$ cat src/mclc_cfg.svh
// Constants for the motor current level control block
`ifndef MCLC_CFG_SVH
`define MCLC_CFG_SVH

// ----------------------------------------------------------------------------
// Command codes on the command port
// ----------------------------------------------------------------------------
`define MCLC_CMD_PEAK 3'h0
`define MCLC_CMD_RUN 3'h1
`define MCLC_CMD_IDLE 3'h2
`define MCLC_CMD_DELAY 3'h3
`define MCLC_CMD_FAULT 3'h4

// ----------------------------------------------------------------------------
// Field layout of the link fault word
// ----------------------------------------------------------------------------
`define MCLC_FLT_PARITY 0
`define MCLC_FLT_FRAMING 1
`define MCLC_FLT_NOISE 2
`define MCLC_FLT_OVERRUN 3
`define MCLC_FLT_RX_FULL 4
`define MCLC_FLT_TX_FULL 5
`define MCLC_FLT_BAD_OP 6
`define MCLC_FLT_TX_TMO 7
`define MCLC_FAULT_RST 8'h00

// ----------------------------------------------------------------------------
// Current settings in units of 0.01 A, reset values
// ----------------------------------------------------------------------------
`define MCLC_CUR_W 11
`define MCLC_RUN_RST 11'h0_64
`define MCLC_PEAK_RST 11'h0_64
`define MCLC_IDLE_RST 11'h0_32
`define MCLC_CUR_MAX_DFLT 11'h3_E8

// ----------------------------------------------------------------------------
// Delay settings in units of 0.01 s, range 0.00 to 10.00 s
// ----------------------------------------------------------------------------
`define MCLC_DLY_W 10
`define MCLC_DLY_MAX 10'h3_E8
`define MCLC_DLY_RST 10'h0_32
`define MCLC_TICK_NS 10000000
`define MCLC_CLK_NS 5
`define MCLC_TICK_CYC (`MCLC_TICK_NS / `MCLC_CLK_NS)

`endif

$ cat src/mclc_pkg.sv
// Types shared by the motor current level control block
package mclc_pkg;
  typedef logic [10:0] mclc_cur_t;
  typedef logic [9:0] mclc_dly_t;
  typedef enum logic [2:0] {
    MCLC_RUN = 3'b001,
    MCLC_WAIT = 3'b010,
    MCLC_IDLE = 3'b100
  } mclc_state_t;
endpackage : mclc_pkg

$ cat src/mclc_tick_if.sv
// Interface carrying the delay timer hand-off
`timescale 1ns/10ps
`default_nettype none
interface mclc_tick_if;
  logic restart;
  logic [9:0] delay;
  logic expired;
  modport timer (input restart, input delay, output expired);
  modport ctrl (output restart, output delay, input expired);
endinterface : mclc_tick_if
`default_nettype wire

$ cat src/mclc_delay_timer.sv
// Idle current delay timer in 10 ms ticks
`timescale 1ns/10ps
`default_nettype none
`include "mclc_cfg.svh"
module mclc_delay_timer
  import mclc_pkg::*;
#(
  parameter int unsigned TICK_CYC = `MCLC_TICK_CYC
) (
  // Clock and reset
  input wire logic mclk,
  input wire logic rst_n,
  // Control side
  mclc_tick_if.timer tif
);
  logic [31:0] pre_r, pre_nxt;
  logic [9:0] cnt_r, cnt_nxt;
  logic exp_r, exp_nxt;

  // ----------------------------------------------------------------------------
  // Counting
  // ----------------------------------------------------------------------------
  // Restart reloads from zero so a zero delay expires on the next cycle
  always_comb begin
    pre_nxt = pre_r;
    cnt_nxt = cnt_r;
    exp_nxt = exp_r;
    if (tif.restart) begin
      pre_nxt = 32'h0000_0000;
      cnt_nxt = 10'h000;
      exp_nxt = 1'b0;
    end else if (!exp_r) begin
      if (cnt_r >= tif.delay) begin
        exp_nxt = 1'b1;
      end else if (pre_r >= 32'(TICK_CYC - 1)) begin
        pre_nxt = 32'h0000_0000;
        cnt_nxt = cnt_r + 10'h001;
      end else begin
        pre_nxt = pre_r + 32'h0000_0001;
      end
    end
  end

  always_ff @(posedge mclk or negedge rst_n) begin
    if (!rst_n) begin
      pre_r <= 32'h0000_0000;
      cnt_r <= 10'h000;
      exp_r <= 1'b1;
    end else begin
      pre_r <= pre_nxt;
      cnt_r <= cnt_nxt;
      exp_r <= exp_nxt;
    end
  end

  assign tif.expired = exp_r;
endmodule : mclc_delay_timer
`default_nettype wire

$ cat src/mclc_top.sv
// Motor current level control: settings, idle drop, link fault word
`timescale 1ns/10ps
`default_nettype none
`include "mclc_cfg.svh"
module mclc_top
  import mclc_pkg::*;
#(
  parameter int unsigned TICK_CYC = `MCLC_TICK_CYC
) (
  // Clock and reset
  input wire logic mclk,
  input wire logic rst_n,
  // Variant straps and configuration
  input wire logic clamp_variant,
  input wire logic servo_variant,
  input wire logic [10:0] motor_max_current,
  input wire logic pulse_dir_mode,
  // Command port
  input wire logic cmd_valid,
  input wire logic [2:0] cmd_code,
  input wire logic cmd_has_param,
  input wire logic [15:0] cmd_param,
  output logic rsp_valid,
  output logic rsp_reject,
  output logic [15:0] rsp_data,
  // Motion events
  input wire logic step_pulse,
  input wire logic move_done,
  // Link fault events, one bit per fault kind
  input wire logic [7:0] link_fault_set,
  input wire logic link_fault_clr,
  // Drive outputs
  output logic [10:0] motor_current,
  output logic current_is_rms,
  output logic fault_report_word,
  output logic status_lamp
);
  mclc_tick_if tif ();

  mclc_cur_t peak_torque_current_r, peak_torque_current_nxt;
  mclc_cur_t running_current_level_r, running_current_level_nxt;
  mclc_cur_t standstill_current_r, standstill_current_nxt;
  mclc_dly_t hold_delay_time_r, hold_delay_time_nxt;
  logic [7:0] link_fault_word_r, link_fault_word_nxt;
  logic rsp_valid_r, rsp_valid_nxt;
  logic rsp_reject_r, rsp_reject_nxt;
  logic [15:0] rsp_data_r, rsp_data_nxt;
  mclc_state_t state_r, state_nxt;
  logic moving_r, moving_nxt;
  logic [10:0] motor_current_r, motor_current_nxt;
  logic rms_r, rms_nxt;
  logic fault_r, fault_nxt;
  logic restart;
  mclc_cur_t par_cur;
  mclc_cur_t run_lim;

  // Widen a current setting for the response bus
  function automatic logic [15:0] mclc_widen(input mclc_cur_t v);
    mclc_widen = {5'h00, v};
  endfunction : mclc_widen

  // Clip a value to a limit
  function automatic mclc_cur_t mclc_clip(input mclc_cur_t v, input mclc_cur_t lim);
    mclc_clip = (v > lim) ? lim : v;
  endfunction : mclc_clip

  // ----------------------------------------------------------------------------
  // Settings and command answers
  // ----------------------------------------------------------------------------
  // Parameters above the field width saturate rather than wrap
  assign par_cur = (cmd_param[15:11] != 5'h00) ? 11'h7_FF : cmd_param[10:0];
  assign run_lim = mclc_clip(par_cur, motor_max_current);

  always_comb begin
    peak_torque_current_nxt = peak_torque_current_r;
    running_current_level_nxt = running_current_level_r;
    standstill_current_nxt = standstill_current_r;
    hold_delay_time_nxt = hold_delay_time_r;
    rsp_valid_nxt = 1'b0;
    rsp_reject_nxt = 1'b0;
    rsp_data_nxt = rsp_data_r;
    if (cmd_valid) begin
      rsp_valid_nxt = 1'b1;
      case (cmd_code)
        `MCLC_CMD_PEAK: begin
          rsp_data_nxt = mclc_widen(peak_torque_current_r);
          if (cmd_has_param) begin
            if (par_cur < running_current_level_r) begin
              rsp_reject_nxt = 1'b1;
            end else begin
              peak_torque_current_nxt = par_cur;
            end
          end
        end
        `MCLC_CMD_RUN: begin
          rsp_data_nxt = mclc_widen(running_current_level_r);
          if (cmd_has_param) begin
            running_current_level_nxt = run_lim;
            if (!clamp_variant) begin
              standstill_current_nxt = {1'b0, run_lim[10:1]};
            end else if (run_lim < standstill_current_r) begin
              standstill_current_nxt = run_lim;
            end
          end
        end
        `MCLC_CMD_IDLE: begin
          rsp_data_nxt = mclc_widen(standstill_current_r);
          if (cmd_has_param) begin
            standstill_current_nxt = mclc_clip(par_cur, running_current_level_r);
          end
        end
        `MCLC_CMD_DELAY: begin
          rsp_data_nxt = {6'h00, hold_delay_time_r};
          if (cmd_has_param) begin
            if (cmd_param > {6'h00, `MCLC_DLY_MAX}) begin
              rsp_reject_nxt = 1'b1;
            end else begin
              hold_delay_time_nxt = cmd_param[9:0];
            end
          end
        end
        `MCLC_CMD_FAULT: begin
          // Read only: a parameter is ignored
          rsp_data_nxt = {8'h00, link_fault_word_r};
        end
        default: begin
          rsp_reject_nxt = 1'b1;
        end
      endcase
    end
  end

  always_ff @(posedge mclk or negedge rst_n) begin
    if (!rst_n) begin
      peak_torque_current_r <= `MCLC_PEAK_RST;
      running_current_level_r <= `MCLC_RUN_RST;
      standstill_current_r <= `MCLC_IDLE_RST;
      hold_delay_time_r <= `MCLC_DLY_RST;
      rsp_valid_r <= 1'b0;
      rsp_reject_r <= 1'b0;
      rsp_data_r <= 16'h0000;
    end else begin
      peak_torque_current_r <= peak_torque_current_nxt;
      running_current_level_r <= running_current_level_nxt;
      standstill_current_r <= standstill_current_nxt;
      hold_delay_time_r <= hold_delay_time_nxt;
      rsp_valid_r <= rsp_valid_nxt;
      rsp_reject_r <= rsp_reject_nxt;
      rsp_data_r <= rsp_data_nxt;
    end
  end

  // ----------------------------------------------------------------------------
  // Link fault word
  // ----------------------------------------------------------------------------
  // Set wins over clear so a fault in the clearing cycle survives
  always_comb begin
    link_fault_word_nxt = link_fault_word_r;
    if (link_fault_clr) begin
      link_fault_word_nxt = 8'h00;
    end
    link_fault_word_nxt = link_fault_word_nxt | link_fault_set;
    fault_nxt = (link_fault_word_nxt != 8'h00);
  end

  always_ff @(posedge mclk or negedge rst_n) begin
    if (!rst_n) begin
      link_fault_word_r <= `MCLC_FAULT_RST;
      fault_r <= 1'b0;
    end else begin
      link_fault_word_r <= link_fault_word_nxt;
      fault_r <= fault_nxt;
    end
  end

  // ----------------------------------------------------------------------------
  // Running to idle sequencing
  // ----------------------------------------------------------------------------
  // Step pulses only restart the timer in pulse and direction mode
  assign restart = (step_pulse && pulse_dir_mode) || (move_done && moving_r);
  assign tif.restart = restart;
  assign tif.delay = hold_delay_time_r;

  mclc_delay_timer #(.TICK_CYC(TICK_CYC)) u_timer (
    .mclk(mclk),
    .rst_n(rst_n),
    .tif(tif)
  );

  always_comb begin
    state_nxt = state_r;
    moving_nxt = moving_r;
    case (state_r)
      MCLC_RUN: begin
        if (restart) begin
          state_nxt = MCLC_WAIT;
          moving_nxt = 1'b0;
        end
      end
      MCLC_WAIT: begin
        if (tif.expired && !restart) begin
          state_nxt = MCLC_IDLE;
        end
      end
      MCLC_IDLE: begin
        if (step_pulse) begin
          state_nxt = pulse_dir_mode ? MCLC_WAIT : MCLC_RUN;
          moving_nxt = !pulse_dir_mode;
        end
      end
      default: begin
        state_nxt = MCLC_IDLE;
      end
    endcase
    if (step_pulse && !pulse_dir_mode) begin
      moving_nxt = 1'b1;
      state_nxt = MCLC_RUN;
    end
    // Peak current applies only while an indexed move is under way
    if (state_nxt == MCLC_IDLE) begin
      motor_current_nxt = standstill_current_r;
    end else if (moving_nxt && !pulse_dir_mode && !servo_variant) begin
      motor_current_nxt = peak_torque_current_r;
    end else begin
      motor_current_nxt = running_current_level_r;
    end
    rms_nxt = servo_variant;
  end

  always_ff @(posedge mclk or negedge rst_n) begin
    if (!rst_n) begin
      state_r <= MCLC_IDLE;
      moving_r <= 1'b0;
      motor_current_r <= `MCLC_IDLE_RST;
      rms_r <= 1'b0;
    end else begin
      state_r <= state_nxt;
      moving_r <= moving_nxt;
      motor_current_r <= motor_current_nxt;
      rms_r <= rms_nxt;
    end
  end

  // Outputs straight from flip-flops
  assign rsp_valid = rsp_valid_r;
  assign rsp_reject = rsp_reject_r;
  assign rsp_data = rsp_data_r;
  assign motor_current = motor_current_r;
  assign current_is_rms = rms_r;
  assign fault_report_word = fault_r;
  assign status_lamp = fault_r;
endmodule : mclc_top
`default_nettype wire

$ cat config.mk
export PLATFORM = sky130hd
export DESIGN_NAME = mclc_top
export DESIGN_NICKNAME = d
export VERILOG_FILES = /design/src/mclc_pkg.sv /design/src/mclc_tick_if.sv /design/src/mclc_delay_timer.sv /design/src/mclc_top.sv
export VERILOG_INCLUDE_DIRS = /design/src
export SDC_FILE = /design/constraint.sdc
export NUM_CORES = 1
export LEC_CHECK = 0
export ABC_AREA = 1
export BUFFER_PORTS_ARGS = -buffer_cell sky130_fd_sc_hd__buf_2
export CAP_MARGIN = 20
export CORE_AREA = 2 2 163 165
export CTS_CLUSTER_SIZE = 40
export DETAILED_ROUTE_END_ITERATION = 12
export DIE_AREA = 0 0 165 167
export HOLD_SLACK_MARGIN = 0.05
export MAX_ROUTING_LAYER = met4
export PLACE_DENSITY = 0.46
export SLEW_MARGIN = 20
export SYNTH_ARGS = -nofsm -noshare
export SYNTH_HDL_FRONTEND = slang
export SYNTH_SLANG_ARGS = --single-unit
$ cat constraint.sdc
create_clock -name mclk -period 5.7 [get_ports mclk]
set_input_delay 0.285 -clock mclk [delete_from_list [all_inputs] [get_ports mclk]]
set_output_delay 0.285 -clock mclk [all_outputs]
set_load 0.01 [all_outputs]
==> metrics.md <==
| Metric | Value |
|---|---|
| Post-synthesis sequential area ratio | `0.409` |
| Post-synth top cells | `nand2_1, inv_1, dfrtp_1` |
| H-tree Lvls | `4` |
| Die W | `165 µm` |
| Skew final | `0.0138 ns` |
| Total Nets Final | `1147` |
| Slew Limit Fails | `0` |
| DRT iter0 DRCs | `490` |
| Synth Area per Inst | `7.72 µm²` |
| Asr flop ratio synth | `1.00` |
| Port Buf Inserts | `74` |
| Largest net degree at the start of global routing | `73` |
| Pwr Total | `around 3.1 mW` |
| Post-CTS Setup Bufs | `0` |
| Reg2Reg Depth | `12` |
| Hold wc startpoint | `link_fault_set[6]` |
| Final non-filler cell total | `1403` |
| Top FF cell, synth | `dfrtp_1` |
| Worst-Margin Slew | `between 0.9 and 1 ns` |
| Depth of the worst hold-timing path | `2` |
| Ant. Diodes | `0` |
| Initial Utilization | `0.296` |
| Inst Count DP | `1368` |
| Final setup TNS | `0 ns` |
| Final GP Congestion | `0.877` |
| # setup viols final | `0` |
| Syn-to-layout area delta | `16.4%` |
| Initial antenna violation count | `1` |
| Mapped Cells | `989` |
| Max-cap violation count | `0` |
| Antenna-violating nets left | `0` |
| Synth top area share | `0.351` |
| Yosys cell types | `51` |
| # fillers | `2743` |
| Vias/cell | `4.75` |
| Crit Path Max Fanout | `12` |
| Most numerous cell in the Yosys netlist | `nand2_1` |
| Leakage power | `4.19 nW` |
| Synth top area cells | `dfrtp_1, nand2_1, ha_1, inv_1, dfstp_2` |
| Drt first pass iters | `5` |
| Final wirelength | `22900 µm` |
| FF+latch count, synth | `between 100 and 150` |
| CTS resizes | `0` |
| Status | `finished, final reports clean` |
| Inserted Clock Buffers | `17` |
| Vias in the first global route | `6550` |
| CP Class | `primary input to flip-flop` |
| CTS Hold Bufs | `3` |
| R2R setup slack | `between 2 and 2.5 ns` |
| Total number of vias | `about 6700` |
| Remaining global-route overflow | `0` |
| Core footprint | `0.0258 mm²` |
| Type of origin of the critical path | `primary input` |
| CTS tree | `done` |
| Synthesized area | `0.00763 mm²` |
| Worst Path Arrival | `4.78 ns` |
| Synth area leader | `dfrtp_1` |
| Worst-Skew Late Latency | `~0.42 ns` |
| Final Hold Vio Count | `0` |
| Share of cells above drive strength 1 | `0.163` |
| Post-Route Utilization | `0.345` |
| Final period demand of the worst path | `4.46 ns` |
| IO Count | `80` |
| CP Capture Type | `flip-flop` |
| Hold Crit Class | `primary input to flip-flop` |
| Maximum clock rate | `0.224 GHz` |
| Synth warn | `0` |
| Maximum vdd ir drop | `0.208 mV` |
| Die ar. | `0.0276 mm²` |
| Period utilisation layout | `0.783` |
| Max Buffers Root-to-Sink | `2` |
| GRT met2 Usage | `0.267` |
| HPWL after DPL | `17800 µm` |
| Clock Sinks | `124` |
| Worst hold endpoint | `link_fault_word_r[6]` |
| RSZ-0062 raised after global routing | `false` |
| GR met1 Demand/Resource | `0.249` |
| Clock root buffer | `clkbuf_16` |
| Worst R2R Start | `hold_delay_time_r[5]` |
| FP Rows | `59` |
| Clock transition at path regs | `0.07 ns` |
| GRT Util Overall | `0.180` |
| Worst flop-to-flop path endpoint | `u_timer.cnt_r[8]` |
| First-pass GRT wire length | `36700 µm` |
| Post-synth EDFFs | `0` |
| CP required | `6.01 ns` |
| Met3 global-route usage | `0.0254` |
| Relative slew margins | `0.351` |
| Chip height | `167 µm` |
| WL/cell | `16.3 µm` |
| Number of remaining DRC errors | `0` |
| Power density over the cells | `353 mW/mm²` |
| Hold_ws | `0.0965 ns` |
| Busiest grt layer | `met2` |
[through the flow]
step	area, µm²	worst slack (ns)
finish	8890	1.24
global route	8890	0.763
detailed placement	8250	0.907
CTS	8890	1.36
floorplan	7650	2.08
global placement	8250	0.942
[layout make-up]
type | instances | area [µm²] | share of cell area
repair buffers | 81 | 433 | 0.0487
flip-flops and latches | 124 | 3120 | 0.352
multi-input cells | 692 | 3780 | 0.426
clock buffers | 17 | 425 | 0.0479
clock inverters | 15 | 178 | 0.0200
well taps | 335 | 419 | 0.0472
inverters | 139 | 524 | 0.0590
[how the worst max path moves through the flow]
stage               cells past startpoint     startpoint                      end  slack [ns]
floorplan                              29  cmd_param[11]  standstill_current_r[0]        2.08
global placement                       26  cmd_param[11]  standstill_current_r[2]        0.94
detailed placement                     23  cmd_param[11]  standstill_current_r[6]        0.91
CTS                                    23  cmd_param[11]  standstill_current_r[6]        1.36
global route                           28  cmd_param[11]  standstill_current_r[6]        0.76
finish                                 23  cmd_param[11]  standstill_current_r[6]        1.24
[where the power goes]
part / internal [mW] / switching [mW]
Combinational: 0.273 / 0.573
Clock: 0.660 / 0.444
Sequential: 1.06 / 0.125
Total: 1.99 / 1.14
[cell usage in the layout, fill, tap and decap left out, types with 3 or more instances in the layout]
cell type,count
dfrtp_1,107
xnor2_1,3
inv_1,123
inv_6,5
buf_4,5
inv_2,14
nand2_1,246
o21ai_2,10
o21ai_0,48
buf_2,73
or2_2,5
dlygate4sd3_1,3
nand2_2,5
nor3_1,17
ha_1,44
a221oi_1,9
o22ai_1,12
o21ai_1,30
nand4_1,15
nor4_1,7
nor2_1,81
a31oi_1,10
conb_1,5
clkbuf_16,17
xor2_1,18
dfstp_2,17
o211ai_1,12
nand3_1,65
a21oi_1,19
inv_8,3
clkinvlp_4,3
nor2_4,3
o21bai_1,9
[flip-flops by register name, summed over array words and instances (netlist names), 3 cells and up]
| signal | count |
|---|---|
| u_timer.pre_r | 32 |
| motor_current | 11 |
| peak_torque_current_r | 11 |
| rsp_data | 11 |
| running_current_level_r | 11 |
| standstill_current_r | 11 |
| hold_delay_time_r | 10 |
| u_timer.cnt_r | 10 |
| link_fault_word_r | 8 |
| state_r | 3 |
[metal layers]
layer	vias to the layer above	routed length (µm)
li1	3381	-
met1	3083	11100
met2	171	10300
met3	29	1000
met4	0	493
met5	-	0
[logic make-up (layout without fill, tap and decap cells)]
family                     after synthesis  in the layout  synth area share
AOI/OAI and AO/OA                      168            168             0.135
xor gates and xnor gates                21             21            0.0241
adders and majority gates               44             44            0.0721
buffers and inverters                  177            252            0.0969
DFF                                    124            124             0.409
muxes                                    2              2           0.00328
other                                    1              5          0.000491
and+or+nand+nor                        452            452             0.259
[critical path: stages]
cell and delay, ns:
buf_2 0.09, or2_1 0.25, nor4_4 0.16, inv_2 0.16, nor2_1 0.46, inv_1 0.16
ha_1 0.32, nand2_1 0.06, nand2_1 0.04, nand2_1 0.05, nand2_1 0.06, nand2_1 0.07
nand3_2 0.10, o21ai_0 0.56, ha_1 0.38, nand4_1 0.13, a31oi_1 0.05, a2111oi_0 0.44
nand2_1 0.11, nand2_1 0.27, nand2_1 0.31, nand2_1 0.16, nand2_1 0.05
(Power assumes the default switching activity.)
